## src/logic/pbm_pkg.sv

```systemverilog
// Constants for the port pin override block
package pbm_pkg;
   localparam int          PBM_PINS        = 6;
   localparam int          PBM_ADDR_W      = 3;
   localparam int          PBM_DATA_W      = 8;
   // Register offsets
   localparam logic [2:0]  PBM_OFS_OUTREG  = 3'h0;
   localparam logic [2:0]  PBM_OFS_DIR     = 3'h1;
   localparam logic [2:0]  PBM_OFS_PIN     = 3'h2;
   localparam logic [2:0]  PBM_OFS_CTRL    = 3'h3;
   localparam logic [2:0]  PBM_OFS_PADSTAT = 3'h4;
   localparam logic [2:0]  PBM_OFS_INSTAT  = 3'h5;
   // Field positions
   localparam int          PBM_CTRL_PUOFF  = 0;
   // Reset values
   localparam logic [5:0]  PBM_RST_OUTREG  = 6'h00;
   localparam logic [5:0]  PBM_RST_DIR     = 6'h00;
   localparam logic        PBM_RST_PUOFF   = 1'h0;
   localparam logic [7:0]  PBM_RD_ZERO     = 8'h00;
   localparam logic [5:0]  PBM_RST_PAD     = 6'h00;
   localparam logic        PBM_RST_FEED    = 1'h0;
   // Fuse level that means programmed
   localparam logic        PBM_FUSE_PROG   = 1'h0;
   // Pin indices
   localparam int          PBM_PIN_RST     = 5;
   localparam int          PBM_PIN_TCLK    = 2;
   localparam int          PBM_PIN_CMPB    = 1;
   localparam int          PBM_PIN_CMPA    = 0;
endpackage

```

## src/logic/pbm_port_override.sv

```systemverilog
// Port pin override logic for six port pins
//
// Design decisions made here: strobed register access and the register addresses.
module pbm_port_override (
   input  wire logic       i_sys_clk,
   input  wire logic       i_reset_n,
   input  wire logic [2:0] i_addr,
   input  wire logic [7:0] i_wr_data,
   input  wire logic       i_wr_stb,
   input  wire logic       i_rd_stb,
   output logic      [7:0] o_rd_data,
   input  wire logic [5:0] i_pad_in,
   output logic      [5:0] o_pad_out,
   output logic      [5:0] o_pad_oe,
   output logic      [5:0] o_pullup_en,
   output logic      [5:0] o_inen,
   output logic      [5:0] o_analog_pad_line,
   input  wire logic       i_sleep,
   input  wire logic       i_reset_pin_disable_fuse,
   input  wire logic       i_debug_enable_fuse,
   input  wire logic       i_debug_tx,
   input  wire logic [5:0] i_pin_change_mask,
   input  wire logic       i_pin_change_en,
   input  wire logic       i_analog0_in_disable,
   input  wire logic       i_analog1_in_disable,
   input  wire logic       i_analog2_in_disable,
   input  wire logic       i_analog3_in_disable,
   input  wire logic       i_cmp_pos_in_disable,
   input  wire logic       i_cmp_neg_in_disable,
   input  wire logic       i_compare_a_out,
   input  wire logic       i_compare_a_oe,
   input  wire logic       i_compare_b_out,
   input  wire logic       i_compare_b_oe,
   output logic      [5:0] o_raw_digital_in,
   output logic            o_timer_ext_clock_in,
   output logic            o_ext_irq_zero_in
);

   logic [5:0] output_reg_r;
   logic [5:0] direction_r;
   logic       global_pullup_off_r;
   logic [5:0] pin_sync1_r;
   logic [5:0] pin_sync2_r;

   logic [5:0] pullup_ovr_en;
   logic [5:0] pullup_ovr_val;
   logic [5:0] dir_ovr_en;
   logic [5:0] dir_ovr_val;
   logic [5:0] pinval_ovr_en;
   logic [5:0] pinval_ovr_val;
   logic [5:0] toggle_ovr_en;
   logic [5:0] inen_ovr_en;
   logic [5:0] inen_ovr_val;

   logic [5:0] pullup_nxt;
   logic [5:0] pad_oe_nxt;
   logic [5:0] pad_out_nxt;
   logic [5:0] inen_nxt;
   logic [5:0] raw_nxt;
   logic [7:0] rd_nxt;

   logic       wr_outreg;
   logic       wr_dir;
   logic       wr_pin;
   logic       wr_ctrl;
   logic       reset_debug_ovr;

   // Fuse programmed reads as zero
   function automatic logic fuse_on(input logic fuse);
      fuse_on = (fuse == pbm_pkg::PBM_FUSE_PROG);
   endfunction

   // Input override enable shared by the pin-change pins
   function automatic logic pc_ovr(input logic src, input logic dis);
      pc_ovr = (src & i_pin_change_en) | dis;
   endfunction

   function automatic logic [7:0] pad6(input logic [5:0] v);
      pad6 = {2'h0, v};
   endfunction

   assign wr_outreg = i_wr_stb & (i_addr == pbm_pkg::PBM_OFS_OUTREG);
   assign wr_dir    = i_wr_stb & (i_addr == pbm_pkg::PBM_OFS_DIR);
   assign wr_pin    = i_wr_stb & (i_addr == pbm_pkg::PBM_OFS_PIN);
   assign wr_ctrl   = i_wr_stb & (i_addr == pbm_pkg::PBM_OFS_CTRL);

   assign reset_debug_ovr = fuse_on(i_reset_pin_disable_fuse)
                          & fuse_on(i_debug_enable_fuse);

   // Fixed override equations per pin
   always_comb begin
      pullup_ovr_en  = 6'h00;
      pullup_ovr_val = 6'h00;
      dir_ovr_en     = 6'h00;
      dir_ovr_val    = 6'h00;
      pinval_ovr_en  = 6'h00;
      pinval_ovr_val = 6'h00;
      toggle_ovr_en  = 6'h00;
      inen_ovr_en    = 6'h00;
      inen_ovr_val   = 6'h00;
      // Pin 5: reset and one-wire debug
      pullup_ovr_en[5]  = reset_debug_ovr;
      pullup_ovr_val[5] = 1'h1;
      dir_ovr_en[5]     = reset_debug_ovr;
      dir_ovr_val[5]    = i_debug_tx;
      inen_ovr_en[5]  = fuse_on(i_reset_pin_disable_fuse)
                      | pc_ovr(i_pin_change_mask[5],
                               i_analog0_in_disable);
      inen_ovr_val[5] = i_analog0_in_disable;
      // Pins 4 and 3: analog inputs only
      inen_ovr_en[4]  = pc_ovr(i_pin_change_mask[4],
                               i_analog2_in_disable);
      inen_ovr_val[4] = i_analog2_in_disable;
      inen_ovr_en[3]  = pc_ovr(i_pin_change_mask[3],
                               i_analog3_in_disable);
      inen_ovr_val[3] = i_analog3_in_disable;
      // Pin 2: timer clock and analog input
      inen_ovr_en[2]  = pc_ovr(i_pin_change_mask[2],
                               i_analog1_in_disable);
      inen_ovr_val[2] = i_analog1_in_disable;
      // Pin 1: compare B
      pinval_ovr_en[1]  = i_compare_b_oe;
      pinval_ovr_val[1] = i_compare_b_out;
      inen_ovr_en[1]  = pc_ovr(i_pin_change_mask[1],
                               i_cmp_neg_in_disable);
      inen_ovr_val[1] = i_cmp_neg_in_disable;
      // Pin 0: compare A
      pinval_ovr_en[0]  = i_compare_a_oe;
      pinval_ovr_val[0] = i_compare_a_out;
      inen_ovr_en[0]  = pc_ovr(i_pin_change_mask[0],
                               i_cmp_pos_in_disable);
      inen_ovr_val[0] = i_cmp_pos_in_disable;
   end

   // Pull-up: override enable wins over the register-derived choice
   always_comb begin
      for (int n = 0; n < pbm_pkg::PBM_PINS; n++) begin
         if (pullup_ovr_en[n]) begin
            pullup_nxt[n] = pullup_ovr_val[n];
         end else begin
            pullup_nxt[n] = ~direction_r[n] & output_reg_r[n]
                          & ~global_pullup_off_r;
         end
      end
   end

   // Output driver enable
   always_comb begin
      for (int n = 0; n < pbm_pkg::PBM_PINS; n++) begin
         if (dir_ovr_en[n]) begin
            pad_oe_nxt[n] = dir_ovr_val[n];
         end else begin
            pad_oe_nxt[n] = direction_r[n];
         end
      end
   end

   // Driven value; it only reaches the pad while the driver is on
   always_comb begin
      for (int n = 0; n < pbm_pkg::PBM_PINS; n++) begin
         if (pinval_ovr_en[n]) begin
            pad_out_nxt[n] = pinval_ovr_val[n];
         end else begin
            pad_out_nxt[n] = output_reg_r[n];
         end
      end
   end

   // Digital input enable; sleep only acts on pins not overridden
   always_comb begin
      for (int n = 0; n < pbm_pkg::PBM_PINS; n++) begin
         if (inen_ovr_en[n]) begin
            inen_nxt[n] = inen_ovr_val[n];
         end else begin
            inen_nxt[n] = ~i_sleep;
         end
      end
   end

   // Clamped pad level ahead of any synchroniser
   assign raw_nxt = i_pad_in & o_inen;

   // Output register bit: write, software toggle, override toggle
   // Toggle override is tied low on these pins but kept generic
   always_ff @(posedge i_sys_clk) begin
      if (!i_reset_n) begin
         output_reg_r <= pbm_pkg::PBM_RST_OUTREG;
      end else if (wr_outreg) begin
         output_reg_r <= i_wr_data[5:0] ^ toggle_ovr_en;
      end else if (wr_pin) begin
         output_reg_r <= output_reg_r ^ i_wr_data[5:0] ^ toggle_ovr_en;
      end else begin
         output_reg_r <= output_reg_r ^ toggle_ovr_en;
      end
   end

   always_ff @(posedge i_sys_clk) begin
      if (!i_reset_n) begin
         direction_r <= pbm_pkg::PBM_RST_DIR;
      end else if (wr_dir) begin
         direction_r <= i_wr_data[5:0];
      end
   end

   always_ff @(posedge i_sys_clk) begin
      if (!i_reset_n) begin
         global_pullup_off_r <= pbm_pkg::PBM_RST_PUOFF;
      end else if (wr_ctrl) begin
         global_pullup_off_r <= i_wr_data[pbm_pkg::PBM_CTRL_PUOFF];
      end
   end

   // Pad controls; reset leaves every pin tri-stated
   always_ff @(posedge i_sys_clk) begin
      if (!i_reset_n) begin
         o_pad_oe <= pbm_pkg::PBM_RST_PAD;
      end else begin
         o_pad_oe <= pad_oe_nxt;
      end
   end

   always_ff @(posedge i_sys_clk) begin
      if (!i_reset_n) begin
         o_pad_out <= pbm_pkg::PBM_RST_PAD;
      end else begin
         o_pad_out <= pad_out_nxt;
      end
   end

   // Pull-up off in reset, so an unused pin floats until configured
   always_ff @(posedge i_sys_clk) begin
      if (!i_reset_n) begin
         o_pullup_en <= pbm_pkg::PBM_RST_PAD;
      end else begin
         o_pullup_en <= pullup_nxt;
      end
   end

   // Inputs clamped in reset; the peripherals see a quiet low
   always_ff @(posedge i_sys_clk) begin
      if (!i_reset_n) begin
         o_inen <= pbm_pkg::PBM_RST_PAD;
      end else begin
         o_inen <= inen_nxt;
      end
   end

   // Peripheral feeds carry one flop of delay; receivers still sync
   always_ff @(posedge i_sys_clk) begin
      if (!i_reset_n) begin
         o_raw_digital_in <= pbm_pkg::PBM_RST_PAD;
      end else begin
         o_raw_digital_in <= raw_nxt;
      end
   end

   always_ff @(posedge i_sys_clk) begin
      if (!i_reset_n) begin
         o_timer_ext_clock_in <= pbm_pkg::PBM_RST_FEED;
      end else begin
         o_timer_ext_clock_in <= raw_nxt[pbm_pkg::PBM_PIN_TCLK];
      end
   end

   always_ff @(posedge i_sys_clk) begin
      if (!i_reset_n) begin
         o_ext_irq_zero_in <= pbm_pkg::PBM_RST_FEED;
      end else begin
         o_ext_irq_zero_in <= raw_nxt[pbm_pkg::PBM_PIN_CMPB];
      end
   end

   // Digital copy of the pad, since a two-way analog net is not allowed
   always_ff @(posedge i_sys_clk) begin
      if (!i_reset_n) begin
         o_analog_pad_line <= pbm_pkg::PBM_RST_PAD;
      end else begin
         o_analog_pad_line <= i_pad_in;
      end
   end

   // Port read synchroniser on the clamped input
   always_ff @(posedge i_sys_clk) begin
      if (!i_reset_n) begin
         pin_sync1_r <= pbm_pkg::PBM_RST_PAD;
      end else begin
         pin_sync1_r <= raw_nxt;
      end
   end

   // Only the second stage is read, never the possibly metastable first
   always_ff @(posedge i_sys_clk) begin
      if (!i_reset_n) begin
         pin_sync2_r <= pbm_pkg::PBM_RST_PAD;
      end else begin
         pin_sync2_r <= pin_sync1_r;
      end
   end

   always_comb begin
      rd_nxt = pbm_pkg::PBM_RD_ZERO;
      case (i_addr)
         pbm_pkg::PBM_OFS_OUTREG:  rd_nxt = pad6(output_reg_r);
         pbm_pkg::PBM_OFS_DIR:     rd_nxt = pad6(direction_r);
         pbm_pkg::PBM_OFS_PIN:     rd_nxt = pad6(pin_sync2_r);
         pbm_pkg::PBM_OFS_CTRL:    rd_nxt = {7'h00, global_pullup_off_r};
         pbm_pkg::PBM_OFS_PADSTAT: rd_nxt = pad6(o_pad_oe);
         pbm_pkg::PBM_OFS_INSTAT:  rd_nxt = pad6(o_inen);
         default:                  rd_nxt = pbm_pkg::PBM_RD_ZERO;
      endcase
   end

   // Read data valid only in the cycle after the strobe
   // Zero otherwise, so a stale read never looks fresh
   always_ff @(posedge i_sys_clk) begin
      if (!i_reset_n) begin
         o_rd_data <= pbm_pkg::PBM_RD_ZERO;
      end else if (i_rd_stb) begin
         o_rd_data <= rd_nxt;
      end else begin
         o_rd_data <= pbm_pkg::PBM_RD_ZERO;
      end
   end

endmodule

```

## config.mk

```make
export PLATFORM = sky130hd
export DESIGN_NAME = pbm_port_override
export DESIGN_NICKNAME = d
export VERILOG_FILES = /design/src/logic/pbm_pkg.sv /design/src/logic/pbm_port_override.sv
export SDC_FILE = /design/constraint.sdc
export NUM_CORES = 1
export LEC_CHECK = 0
export ABC_AREA = 1
export BUFFER_PORTS_ARGS = -buffer_cell sky130_fd_sc_hd__buf_2
export CORE_AREA = 2 2 64 78
export DETAILED_ROUTE_END_ITERATION = 10
export DIE_AREA = 0 0 66 80
export GPL_ROUTABILITY_DRIVEN = 1
export HOLD_SLACK_MARGIN = 0.08
export PLACE_DENSITY = 0.78
export SKIP_LAST_GASP = 1
export SLEW_MARGIN = 20
export SYNTH_ARGS = -nofsm -noshare
export SYNTH_HDL_FRONTEND = slang
export SYNTH_SLANG_ARGS = --single-unit
```

## constraint.sdc

```tcl
create_clock -name i_sys_clk -period 2 [get_ports i_sys_clk]
set_input_delay 0.4 -clock i_sys_clk [delete_from_list [all_inputs] [get_ports i_sys_clk]]
set_output_delay 0.4 -clock i_sys_clk [all_outputs]
set_load 0.005 [all_outputs]
```

Word-level counts from Yosys, hierarchy flattened
Cells that the tools add are included.
{"block": "classes", "eq_ne": 5, "n_mux": 13, "bitwise": 42, "n_reduce_logical": 3}
{"op": "6-bit case mux with 6 select lines", "count": 1}
{"op": "1-bit bitwise AND", "count": 23}
{"op": "6-bit two-way mux", "count": 2}
{"op": "1-bit two-way mux", "count": 10}
{"op": "1-bit inverter", "count": 10}
{"op": "1-bit OR", "count": 7}
{"op": "6-bit bitwise AND", "count": 1}
{"op": "3-bit by 2-bit equality test with 1-bit output, second input constant", "count": 2}
{"op": "3-bit equality test, second input constant", "count": 2}
{"op": "6-bit XOR", "count": 1}
{"op": "3-bit by 1-bit equality test with 1-bit output, second input constant", "count": 1}
{"op": "3-bit logical NOT", "count": 1}
{"op": "2-bit AND reduction", "count": 1}
{"op": "2-bit nonzero test", "count": 1}
{"block": "totals", "register_bits": 65, "inputBits": 42, "out_inout_bits": 46, "elab_cells": 76}

Longest topological paths before layout
Gate-level depths: netlist of run 1.
{"block": "logic_depth", "depth_word": 4, "ltp_mapped": 7, "mapped_depth_nobuf": 7}

Worst setup path before layout of run 1
Ideal clock, no wire load.
{"block": "synth_path", "path_type": "input to register", "from": "input port i_addr[1]", "to": "register output_reg_r[0]", "setup_time_ps": 118, "arrival_time_ps": 1170, "t_required_ps": 1882, "slack_ps": 712, "path_stages": 7, "n_path_buf": 1, "path_cell_list": "buf_2 -> nor2_4 -> nand3_1 -> nand2_1 -> o21ai_0 -> nand2_1 -> nor2_1"}
{"block": "synth_via", "elab_chain_cells": 3, "elab_cells_between_ends": 6, "classes_between": "eq/ne (1); mux (1); bitwise (2); reduce/logical (2)"}
{"item": "start, declared", "line_no": "pbm_port_override.sv:7", "source": "input wire logic [2:0] i_addr,"}
{"item": "3-bit by 2-bit equality test with 1-bit output or 3-bit logical NOT (tied branches)", "line_no": "pbm_port_override.sv:84, pbm_port_override.sv:82"}
{"item": "1-bit bitwise AND (on tied branches)", "line_no": "pbm_port_override.sv:84, pbm_port_override.sv:82"}
{"item": "2-bit nonzero test (no source line) or 6-bit two-way mux (tied branches)"}
{"item": "end signal, assigned", "line_no": "pbm_port_override.sv:187", "source": "output_reg_r <= pbm_pkg::PBM_RST_OUTREG;"}
{"item": "end signal, assigned", "line_no": "pbm_port_override.sv:189", "source": "output_reg_r <= i_wr_data[5:0] ^ toggle_ovr_en;"}
{"item": "end signal, assigned", "line_no": "pbm_port_override.sv:191", "source": "output_reg_r <= output_reg_r ^ i_wr_data[5:0] ^ toggle_ovr_en;"}
{"item": "end, declared", "line_no": "pbm_port_override.sv:39", "source": "logic [5:0] output_reg_r;"}
Several ways; a longest one is shown, not always the timed one.
A chain may end at the register's enable or synchronous reset.

==> metrics.txt, run 1 <==
Die W 66 um; Slowest-stage cell, CP dfxtp_1; DP Worst Slack 0.4332 ns; Crit Reg-Reg Endpoint o_rd_data[0]; Pins Over Slew Limit 0; Total Wirelength 5.074 mm; Power Dens Cells 848.7 nW/um2; TritonCTS buffer count 9; worst vdd ir 0.0005250 V; clock root buffer master clkbuf_8; Fillers 429; initial antenna violation count 0; reg2reg path depth 4; Hold Crit Class in -> reg; commonest non-fill, non-tap cells in the layout buf_2 (83), nand2_1 (65), dfxtp_1 (61); total grt overflow 0; setup ws final 0.7563 ns; YS warnings 0; DR WL/cell 11.35 um; Slowest Stage Delay on Critical Path 0.37 ns; worst skew pair latency 0.33 ns; Syn-to-layout area delta 27.49%; DR iter-0 viols 107; Fmax 0.8041 GHz; clk_skew 0.006563 ns; layout cell share with drive strength beyond 1 27.51%; post-layout min period 1.244 ns; Crit path depth 1; family with the most delay on the worst path flip-flops; postcts setup bufs 0; clock tree buffer depth 2; die area 5280 um2; Yosys cell types 21; Port Buffer Count 83; Core Area 4527 um2; Synth Area per Inst 7.520 um2; Reg2Reg Setup Slack 1.14 ns; largest net degree at the start of global routing 27; CTS tree yes; CTS sink cnt 61; first-pass GRT wire length 8.238 mm; Gates resized, CTS repair 0; main area contributors after synthesis dfxtp_1 (54%), nand2_1 (11%), nor2_1 (7.8%), inv_1 (7.0%), nand3_1 (4.7%); crit end category output port; DR vias/cell 4.743; post-layout util 63.32%; DRC viols 0; IO Pins 88; Inserted Diodes 0; Non-Filler Instances 447; Critical Path Start Type flop; vias in the first global route 1888; DR pass1 iterations 4; setup TNS 0 ns; commonest non-fill, non-tap cell in the layout buf_2; Total GRT Usage 20.74%; CP max FO 3; CTS H-tree depth 3; Antenna Nets Post-Route 0; leakage 1.585 nW; row cnt 27; nets@finish 426; Yosys reg bits 61; worst setup path endpoint o_raw_digital_in[2]; Final Cycle Share 62.18%; status finished, final reports clean; Post-Syn Instances 299; hold buffers post-CTS 0; endpoints failing setup 0; Final Hold Fails 0; area share of the largest cell type after synthesis 54.31%; Worst EP required 1.60 ns; routed vias 2120; synthesized cell area 2248 um2; top cell type by total area after synthesis dfxtp_1; sequential area share after synthesis 54.31%; Worst-path clk slew 0.07 ns; Cell Chain, Critical Path buf_2; placed instance count 431; RSZ-0062 raised after global routing false; critical path class reg -> out; Die Y 80 um; HPWL after DPL 3.797 mm; worst r2r src global_pullup_off_r; Max Cap Viol 0; CP Launch Point pin_sync1_r[2]; buffers and inverters on the worst path 1; RePlAce Congestion 0.8578; starting density of the core 49.67%; Fin Hold WS 0.2705 ns; WP data arrival 0.84 ns
==> layer usage <==
metal / share of wire, % / GRT usage (%)
met1: 43 / 24.58
met2: 48 / 33.03
met3: 7.2 / 7.757
met4: 2.1 / 9.592
met5: 0 / 0
==> worst min path at each step <==
stage / start / cells past startpoint / slack [ns] / endpoint
floorplan: pin_sync1_r[0] / 2 / 0.43 / pin_sync2_r[0]
global placement: pin_sync1_r[3] / 2 / 0.42 / pin_sync2_r[3]
detailed placement: pin_sync1_r[3] / 2 / 0.42 / pin_sync2_r[3]
CTS: i_pad_in[5] / 3 / 0.27 / o_analog_pad_line[5]
global route: i_pad_in[2] / 3 / 0.27 / o_analog_pad_line[2]
finish: i_pad_in[2] / 3 / 0.27 / o_analog_pad_line[2]
==> final cells by class <==
class                   count  area [um2]  area share [%]
clock buffers              12       155.1           5.412
clock inverters             4       22.52          0.7857
inverters                  46       172.7           6.024
multi-input cells         182       799.5           27.89
flip-flops and latches     61        1221           42.60
well taps                  58       72.57           2.532
repair buffers             84       422.9           14.75
==> synth_stat cells <==
library cell	instances
o21ai_0	4
clkinv_1	1
nand2_2	1
a21oi_1	11
o21ai_1	10
dfxtp_1	61
inv_2	3
nor3_2	1
a31oi_1	1
buf_4	4
buf_1	1
nor2_1	47
nor3_1	12
nand2_1	65
nand3_1	21
nand4_1	4
inv_1	42
nor2_4	3
conb_1	1
clkbuf_1	4
buf_2	2
==> per-stage QoR <==
stage                     instance area (um2)  total power, mW
after global routing                     2867            2.534
after global placement                   2689            1.501
after floorplan                          2252            1.409
final                                    2867            2.433
after CTS                                2867            2.447
after detailed placement                 2689            1.506
==> report_power, final <==
group / switching (mW) / leakage [nW] / total, mW / internal, mW
sequential: 0.0267 / 0.498 / 1.28 / 1.26
clock: 0.443 / 0.0921 / 0.953 / 0.510
combinational: 0.114 / 0.995 / 0.195 / 0.0814
==> state kept, by name (all words and copies together) (netlist names) <==
register and count:
direction_r 6, o_analog_pad_line 6, o_inen 6, o_pad_oe 6, o_pad_out 6, o_pullup_en 6, o_rd_data 6, output_reg_r 6
pin_sync1_r 6, pin_sync2_r 6, global_pullup_off_r 1
==> tightest hold or removal path, stage by stage <==
cell and delay [ns]:
buf_2 0.07, nand2_1 0.05, inv_1 0.05
==> cells by family after synthesis <==
family / after synthesis / share of synthesized area, %
AND/OR/NAND/NOR: 154 / 29.38
other: 1 / 0.1668
buffers and inverters: 57 / 10.29
flip-flops: 61 / 54.31
AO/OA/AOI/OAI: 26 / 5.843
No activity file was read; power rests on OpenSTA's default activity.
==> inputs of run 2 (changes only) <==
--- a/config.mk
+++ b/config.mk
@@ -7,12 +7,12 @@
 export LEC_CHECK = 0
 export ABC_AREA = 1
 export BUFFER_PORTS_ARGS = -buffer_cell sky130_fd_sc_hd__buf_2
-export CORE_AREA = 2 2 64 78
+export CORE_AREA = 2 2 66 80
 export DETAILED_ROUTE_END_ITERATION = 10
-export DIE_AREA = 0 0 66 80
+export DIE_AREA = 0 0 68 82
 export GPL_ROUTABILITY_DRIVEN = 1
 export HOLD_SLACK_MARGIN = 0.08
-export PLACE_DENSITY = 0.78
+export PLACE_DENSITY = 0.74
 export SKIP_LAST_GASP = 1
 export SLEW_MARGIN = 20
 export SYNTH_ARGS = -nofsm -noshare
==> constraint.sdc (replaced) <==
create_clock -name i_sys_clk -period 1.17 [get_ports i_sys_clk]
set_input_delay 0.234 -clock i_sys_clk [delete_from_list [all_inputs] [get_ports i_sys_clk]]
set_output_delay 0.234 -clock i_sys_clk [all_outputs]
set_load 0.005 [all_outputs]
==> run 2 against run 1 <==
Compared with the run above: sequential power up 72%; critical path depth unchanged; critical endpoint is now o_inen[3]; critical path type unchanged; sequential share of layout area down 1.3 points.
==> metrics.txt, run 2 (synthesized netlist as in run 1, its figures left out) <==
Total Wirelength 5.238 mm (was 5.074 mm); Port Buffer Count 83 (unchanged); row cnt 28 (was 27); Worst EP required 0.94 ns (was 1.60 ns); Final Cycle Share 90.87%; HPWL after DPL 4.033 mm (was 3.797 mm); Worst-path clk slew 0.06 ns (was 0.07 ns); Inserted Diodes 0 (unchanged); min-delay src i_pad_in[2] (unchanged); routed vias 2131 (was 2120); starting density of the core 46.51% (was 49.67%); CTS H-tree depth 3 (unchanged); DR vias/cell 4.653 (was 4.743); Critical Path Start Type flop (unchanged); hold buffers post-CTS 0 (unchanged); commonest non-fill, non-tap cells in the layout buf_2 (83), nand2_1 (65), dfxtp_1 (61) (unchanged); DR WL/cell 11.44 um (was 11.35 um); DR iter-0 viols 83 (was 107); Reg2Reg Setup Slack 0.26 ns (was 1.14 ns); Power Dens Cells 1473 nW/um2 (was 848.7 nW/um2); CTS tree yes (unchanged); first-pass GRT wire length 8.576 mm (was 8.238 mm); vias in the first global route 2043 (was 1888); Core Area 4835 um2 (was 4527 um2); total grt overflow 0 (unchanged); postcts setup bufs 0 (unchanged); Hold Crit Class in -> reg (unchanged); worst skew pair latency 0.32 ns (was 0.33 ns); crit end category output port (unchanged); Slowest-stage cell, CP dfxtp_1 (unchanged); CTS sink cnt 61 (unchanged); initial antenna violation count 0 (unchanged); Max Cap Viol 0 (unchanged); commonest non-fill, non-tap cell in the layout buf_2 (unchanged); Hold Path Sink o_analog_pad_line[2] (unchanged); DRC viols 0 (unchanged); status finished, final reports clean (unchanged); Fillers 442 (was 429); Crit Reg-Reg Endpoint o_rd_data[0] (unchanged); reg2reg path depth 4 (unchanged); Fmax 0.9406 GHz; Gates resized, CTS repair 0 (unchanged); post-layout util 61.21% (was 63.32%); Antenna Nets Post-Route 0 (unchanged); largest net degree at the start of global routing 15 (was 27); Die Y 82 um (was 80 um); Total GRT Usage 20.74% (about the same); Design Power 4.360 mW (was 2.433 mW); Slowest Stage Delay on Critical Path 0.37 ns (about the same); WP data arrival 0.83 ns (was 0.84 ns); DR pass1 iterations 4 (unchanged); worst hold stages 3 (unchanged); TritonCTS buffer count 9 (unchanged); Pins Over Slew Limit 0 (unchanged); critical path class reg -> out (unchanged); IO Pins 88 (unchanged); Final Hold Fails 0 (unchanged); endpoints failing setup 0 (unchanged); RePlAce Congestion 0.8940 (was 0.8578); nets@finish 436 (was 426); CP max FO 3 (unchanged); placed instance count 443 (was 431); Cell Chain, Critical Path buf_2 (unchanged); buffers and inverters on the worst path 1 (unchanged); worst vdd ir 0.001041 V (was 0.0005250 V); setup TNS 0 ns (unchanged); post-layout min period 1.063 ns; leakage 1.640 nW (was 1.585 nW); die area 5576 um2 (was 5280 um2); clock tree buffer depth 2 (unchanged); worst r2r src global_pullup_off_r (unchanged); Die W 68 um (was 66 um); Non-Filler Instances 458 (was 447); Syn-to-layout area delta 31.61% (was 27.49%); layout cell share with drive strength beyond 1 28.64% (was 27.51%); RSZ-0062 raised after global routing false (unchanged); clk_skew 0.005606 ns (was 0.006563 ns); clock root buffer master clkbuf_8 (unchanged); family with the most delay on the worst path flip-flops (unchanged)
[run 2: cell types whose count changed in the layout (fill, tap and decap cells not counted)]
cell / delta
buf_4: +10
clkinv_2: -3
clkbuf_1: +2
bufinv_16: +1
clkinvlp_4: -1
[run 2: how the worst max path moves through the flow]
| stage | from | end | slack (ns) | depth (start not counted) |
|---|---|---|---|---|
| after floorplan | i_addr[1] | output_reg_r[0] | 0.05 | 7 |
| after global placement | i_addr[0] | direction_r[2] | 0.001 | 8 |
| after detailed placement | i_addr[1] | output_reg_r[0] | -0.03 | 7 |
| after CTS | o_inen[1] | o_inen[1] | 0.08 | 1 |
| after global routing | o_inen[2] | o_inen[2] | 0.05 | 1 |
| final | o_inen[3] | o_inen[3] | 0.11 | 1 |
[run 2: area by class of cell]
cell class	count	area, um2	share of cell area [%]
Clock buffer	14	162.7	5.497
Multi-Input combinational cell	182	799.5	27.02
Tap cell	60	75.07	2.537
Sequential cell	61	1221	41.27
Inverter	46	172.7	5.835
Timing Repair Buffer	94	498.0	16.83
Clock inverter	1	30.03	1.015
[run 2: report_power, final]
part / total, mW / internal [mW] / switching (mW)
registers: 2.20 / 2.15 / 0.0458
clock network: 1.81 / 1.09 / 0.714
logic: 0.359 / 0.158 / 0.201
total: 4.36 / 3.40 / 0.960
[run 2: worst min-delay path, stage by stage]
cell and delay, ns:
buf_2 0.07, nand2_1 0.05, inv_1 0.05
[run 2: routing by layer]
metal  global-route usage [%]  up-vias  wire length (um)
met5                        0        -                 0
li1                         -     1110                 -
met1                    23.19      955              2255
met2                    35.44       61              2639
met4                    12.00        0                64
met3                    4.795        5               278
[run 2: metrics by stage]
stage	instance area (um2)	setup slack (ns)	hold slack, ns
2_1_floorplan	2252	0.04840	0.3455
5_1_grt	2959	0.05450	0.1065
3_5_place_dp	2766	-0.02601	0.4171
4_1_cts	2959	0.08094	0.09505
6_report	2959	0.1068	0.1099
3_3_place_gp	2766	0.001398	0.4165
==> inputs of run 3 (changes only) <==
--- a/config.mk
+++ b/config.mk
@@ -7,12 +7,13 @@
 export LEC_CHECK = 0
 export ABC_AREA = 1
 export BUFFER_PORTS_ARGS = -buffer_cell sky130_fd_sc_hd__buf_2
-export CORE_AREA = 2 2 66 80
+export CORE_AREA = 2 2 65 79
+export CTS_BUF_LIST = sky130_fd_sc_hd__clkbuf_4
 export DETAILED_ROUTE_END_ITERATION = 10
-export DIE_AREA = 0 0 68 82
+export DIE_AREA = 0 0 67 81
 export GPL_ROUTABILITY_DRIVEN = 1
 export HOLD_SLACK_MARGIN = 0.08
-export PLACE_DENSITY = 0.74
+export PLACE_DENSITY = 0.76
 export SKIP_LAST_GASP = 1
 export SLEW_MARGIN = 20
 export SYNTH_ARGS = -nofsm -noshare
==> run 3 against run 2 <==
Compared with the run above: flip-flop and latch count unchanged; cell count up 3.5%; utilization up 2.4 points; sequential power about the same; critical path type unchanged; highest routed layer unchanged.
==> metrics.txt, run 3 (synthesized netlist as in run 1, its figures left out) <==
leakage 1.662 nW (was 1.640 nW); IO Pins 88 (unchanged); TritonCTS buffer count 9 (unchanged); Total Wirelength 5.305 mm (was 5.238 mm); P_int 2.757 mW (was 3.400 mW); Critical Path Start Type flop (unchanged); worst skew pair latency 0.38 ns (was 0.32 ns); Fmax 0.9008 GHz (was 0.9406 GHz); DP Worst Slack -0.03793 ns (was -0.02601 ns); Syn-to-layout area delta 34.72% (was 31.61%); Worst EP required 0.94 ns (about the same); RePlAce Congestion 0.8548 (was 0.8940); starting density of the core 47.19% (was 46.51%); CTS H-tree depth 3 (unchanged); buffers and inverters on the worst path 1 (unchanged); post-layout min period 1.110 ns (was 1.063 ns); sw frac 24.49% (was 22.02%); routed vias 2201 (was 2131); Total GRT Usage 21.47% (was 20.74%); DR pass1 iterations 4 (unchanged); Power Dens Cells 1205 nW/um2 (was 1473 nW/um2); first-pass GRT wire length 8.728 mm (was 8.576 mm); initial antenna violation count 0 (unchanged); Crit path depth 1 (unchanged); Slowest Stage Delay on Critical Path 0.37 ns (about the same); grt peak-use layer met2 (unchanged); worst hold stages 3 (unchanged); die area 5427 um2 (was 5576 um2); Die Y 81 um (was 82 um); nets@finish 452 (was 436); Pins Over Slew Limit 0 (unchanged); Port Buffer Count 83 (unchanged); commonest non-fill, non-tap cell in the layout buf_2 (unchanged); Slowest-stage cell, CP dfxtp_1 (unchanged); Core Area 4765 um2 (was 4835 um2); Global Route met1 Usage 24.32% (was 23.19%); DR WL/cell 11.19 um (was 11.44 um); Inserted Diodes 0 (unchanged); clock root buffer master clkbuf_4 (was clkbuf_8); row cnt 28 (unchanged); CTS sink cnt 61 (unchanged); Design Power 3.651 mW (was 4.360 mW); Final Hold Fails 0 (unchanged); DR iter-0 viols 119 (was 83); grt met3 use 4.709% (was 4.795%); DRC viols 0 (unchanged); reg2reg path depth 4 (unchanged); Worst-path clk slew 0.09 ns (was 0.06 ns); clock tree buffer depth 2 (unchanged); total grt overflow 0 (unchanged); Final Cycle Share 94.88% (was 90.87%); family with the most delay on the worst path flip-flops (unchanged); Die W 67 um (was 68 um); power share of the clock group 28.9% (was 41.4%); clk_skew 0.009942 ns (was 0.005606 ns); met2 GRT Util 36.44% (was 35.44%); status finished, final reports clean (unchanged); Hold Crit Class in -> reg (unchanged); vias in the first global route 2067 (was 2043); crit end category output port (unchanged); CTS tree yes (unchanged); CP max FO 3 (unchanged); WP data arrival 0.88 ns (was 0.83 ns); DR vias/cell 4.643 (was 4.653); HPWL after DPL 3.864 mm (was 4.033 mm); combinational power share 11.0% (was 8.2%); layout cell share with drive strength beyond 1 27.29% (was 28.64%); RSZ-0062 raised after global routing false (unchanged); Max Cap Viol 0 (unchanged); setup ws final 0.05986 ns (was 0.1068 ns); Antenna Nets Post-Route 0 (unchanged); sw power 0.8940 mW (was 0.9600 mW); Seq pwr share 60.1% (was 50.4%); critical path class reg -> out (unchanged); worst vdd ir 0.0009169 V (was 0.001041 V); largest net degree at the start of global routing 18 (was 15); commonest non-fill, non-tap cells in the layout buf_2 (83), nand2_1 (65), dfxtp_1 (58) (was buf_2 (83), nand2_1 (65), dfxtp_1 (61)); Cell Chain, Critical Path buf_2 (unchanged); endpoints failing setup 0 (unchanged)
-- run 3: repair_timing --
action,in CTS,in global routing
setup endpoints to repair,0,3
buffers inserted,0,0
hold endpoints to repair,21,0
hold buffers,18,0
gates resized for setup,0,3
-- run 3: power groups by stage --
stage                     Combinational (mW)  Clock, mW  Sequential [mW]
after floorplan                        0.174          0             2.24
after global placement                 0.343          0             2.24
after detailed placement               0.354          0             2.24
after CTS                              0.401       1.10             2.19
after global routing                   0.457       1.19             2.20
final                                  0.403       1.06             2.19
-- run 3: cell type report --
cell class                 count  area [um2]
clock buffer                  10       75.07
clock inverter                 5       18.77
fill                         444        1735
inverter                      46       172.7
multi-input combinational    182       799.5
sequential                    61        1225
tap                           60       75.07
timing repair buffer         110       663.1
-- run 3: layer usage --
metal | vias up | part of all wire (%)
met5 | - | 0
met4 | 0 | 2.8
met3 | 14 | 7.1
met2 | 83 | 49
met1 | 957 | 41
li1 | 1147 | -
-- run 3: worst paths after layout --
check | end | from | slack [ns]
hold reg to reg | pin_sync2_r[5] | pin_sync1_r[5] | 0.44
setup / recovery | o_inen[3] | o_inen[3] | 0.06
hold / removal | o_inen[4] | i_analog2_in_disable | 0.10
setup reg to reg | o_rd_data[0] | global_pullup_off_r | 0.30
-- run 3: stage by stage --
step                      cells  cell area, um2  hold WS [ns]  utilization, %  setup TNS (ns)
after global placement      441            2751        0.4179           57.75               0
after global routing        474            3029        0.1007           63.58               0
after CTS                   474            3025       0.08171           63.50               0
after floorplan             300            2252        0.3455               -               0
after detailed placement    441            2751        0.4206           57.75         -0.2462
final                       474            3029        0.1009           63.58               0
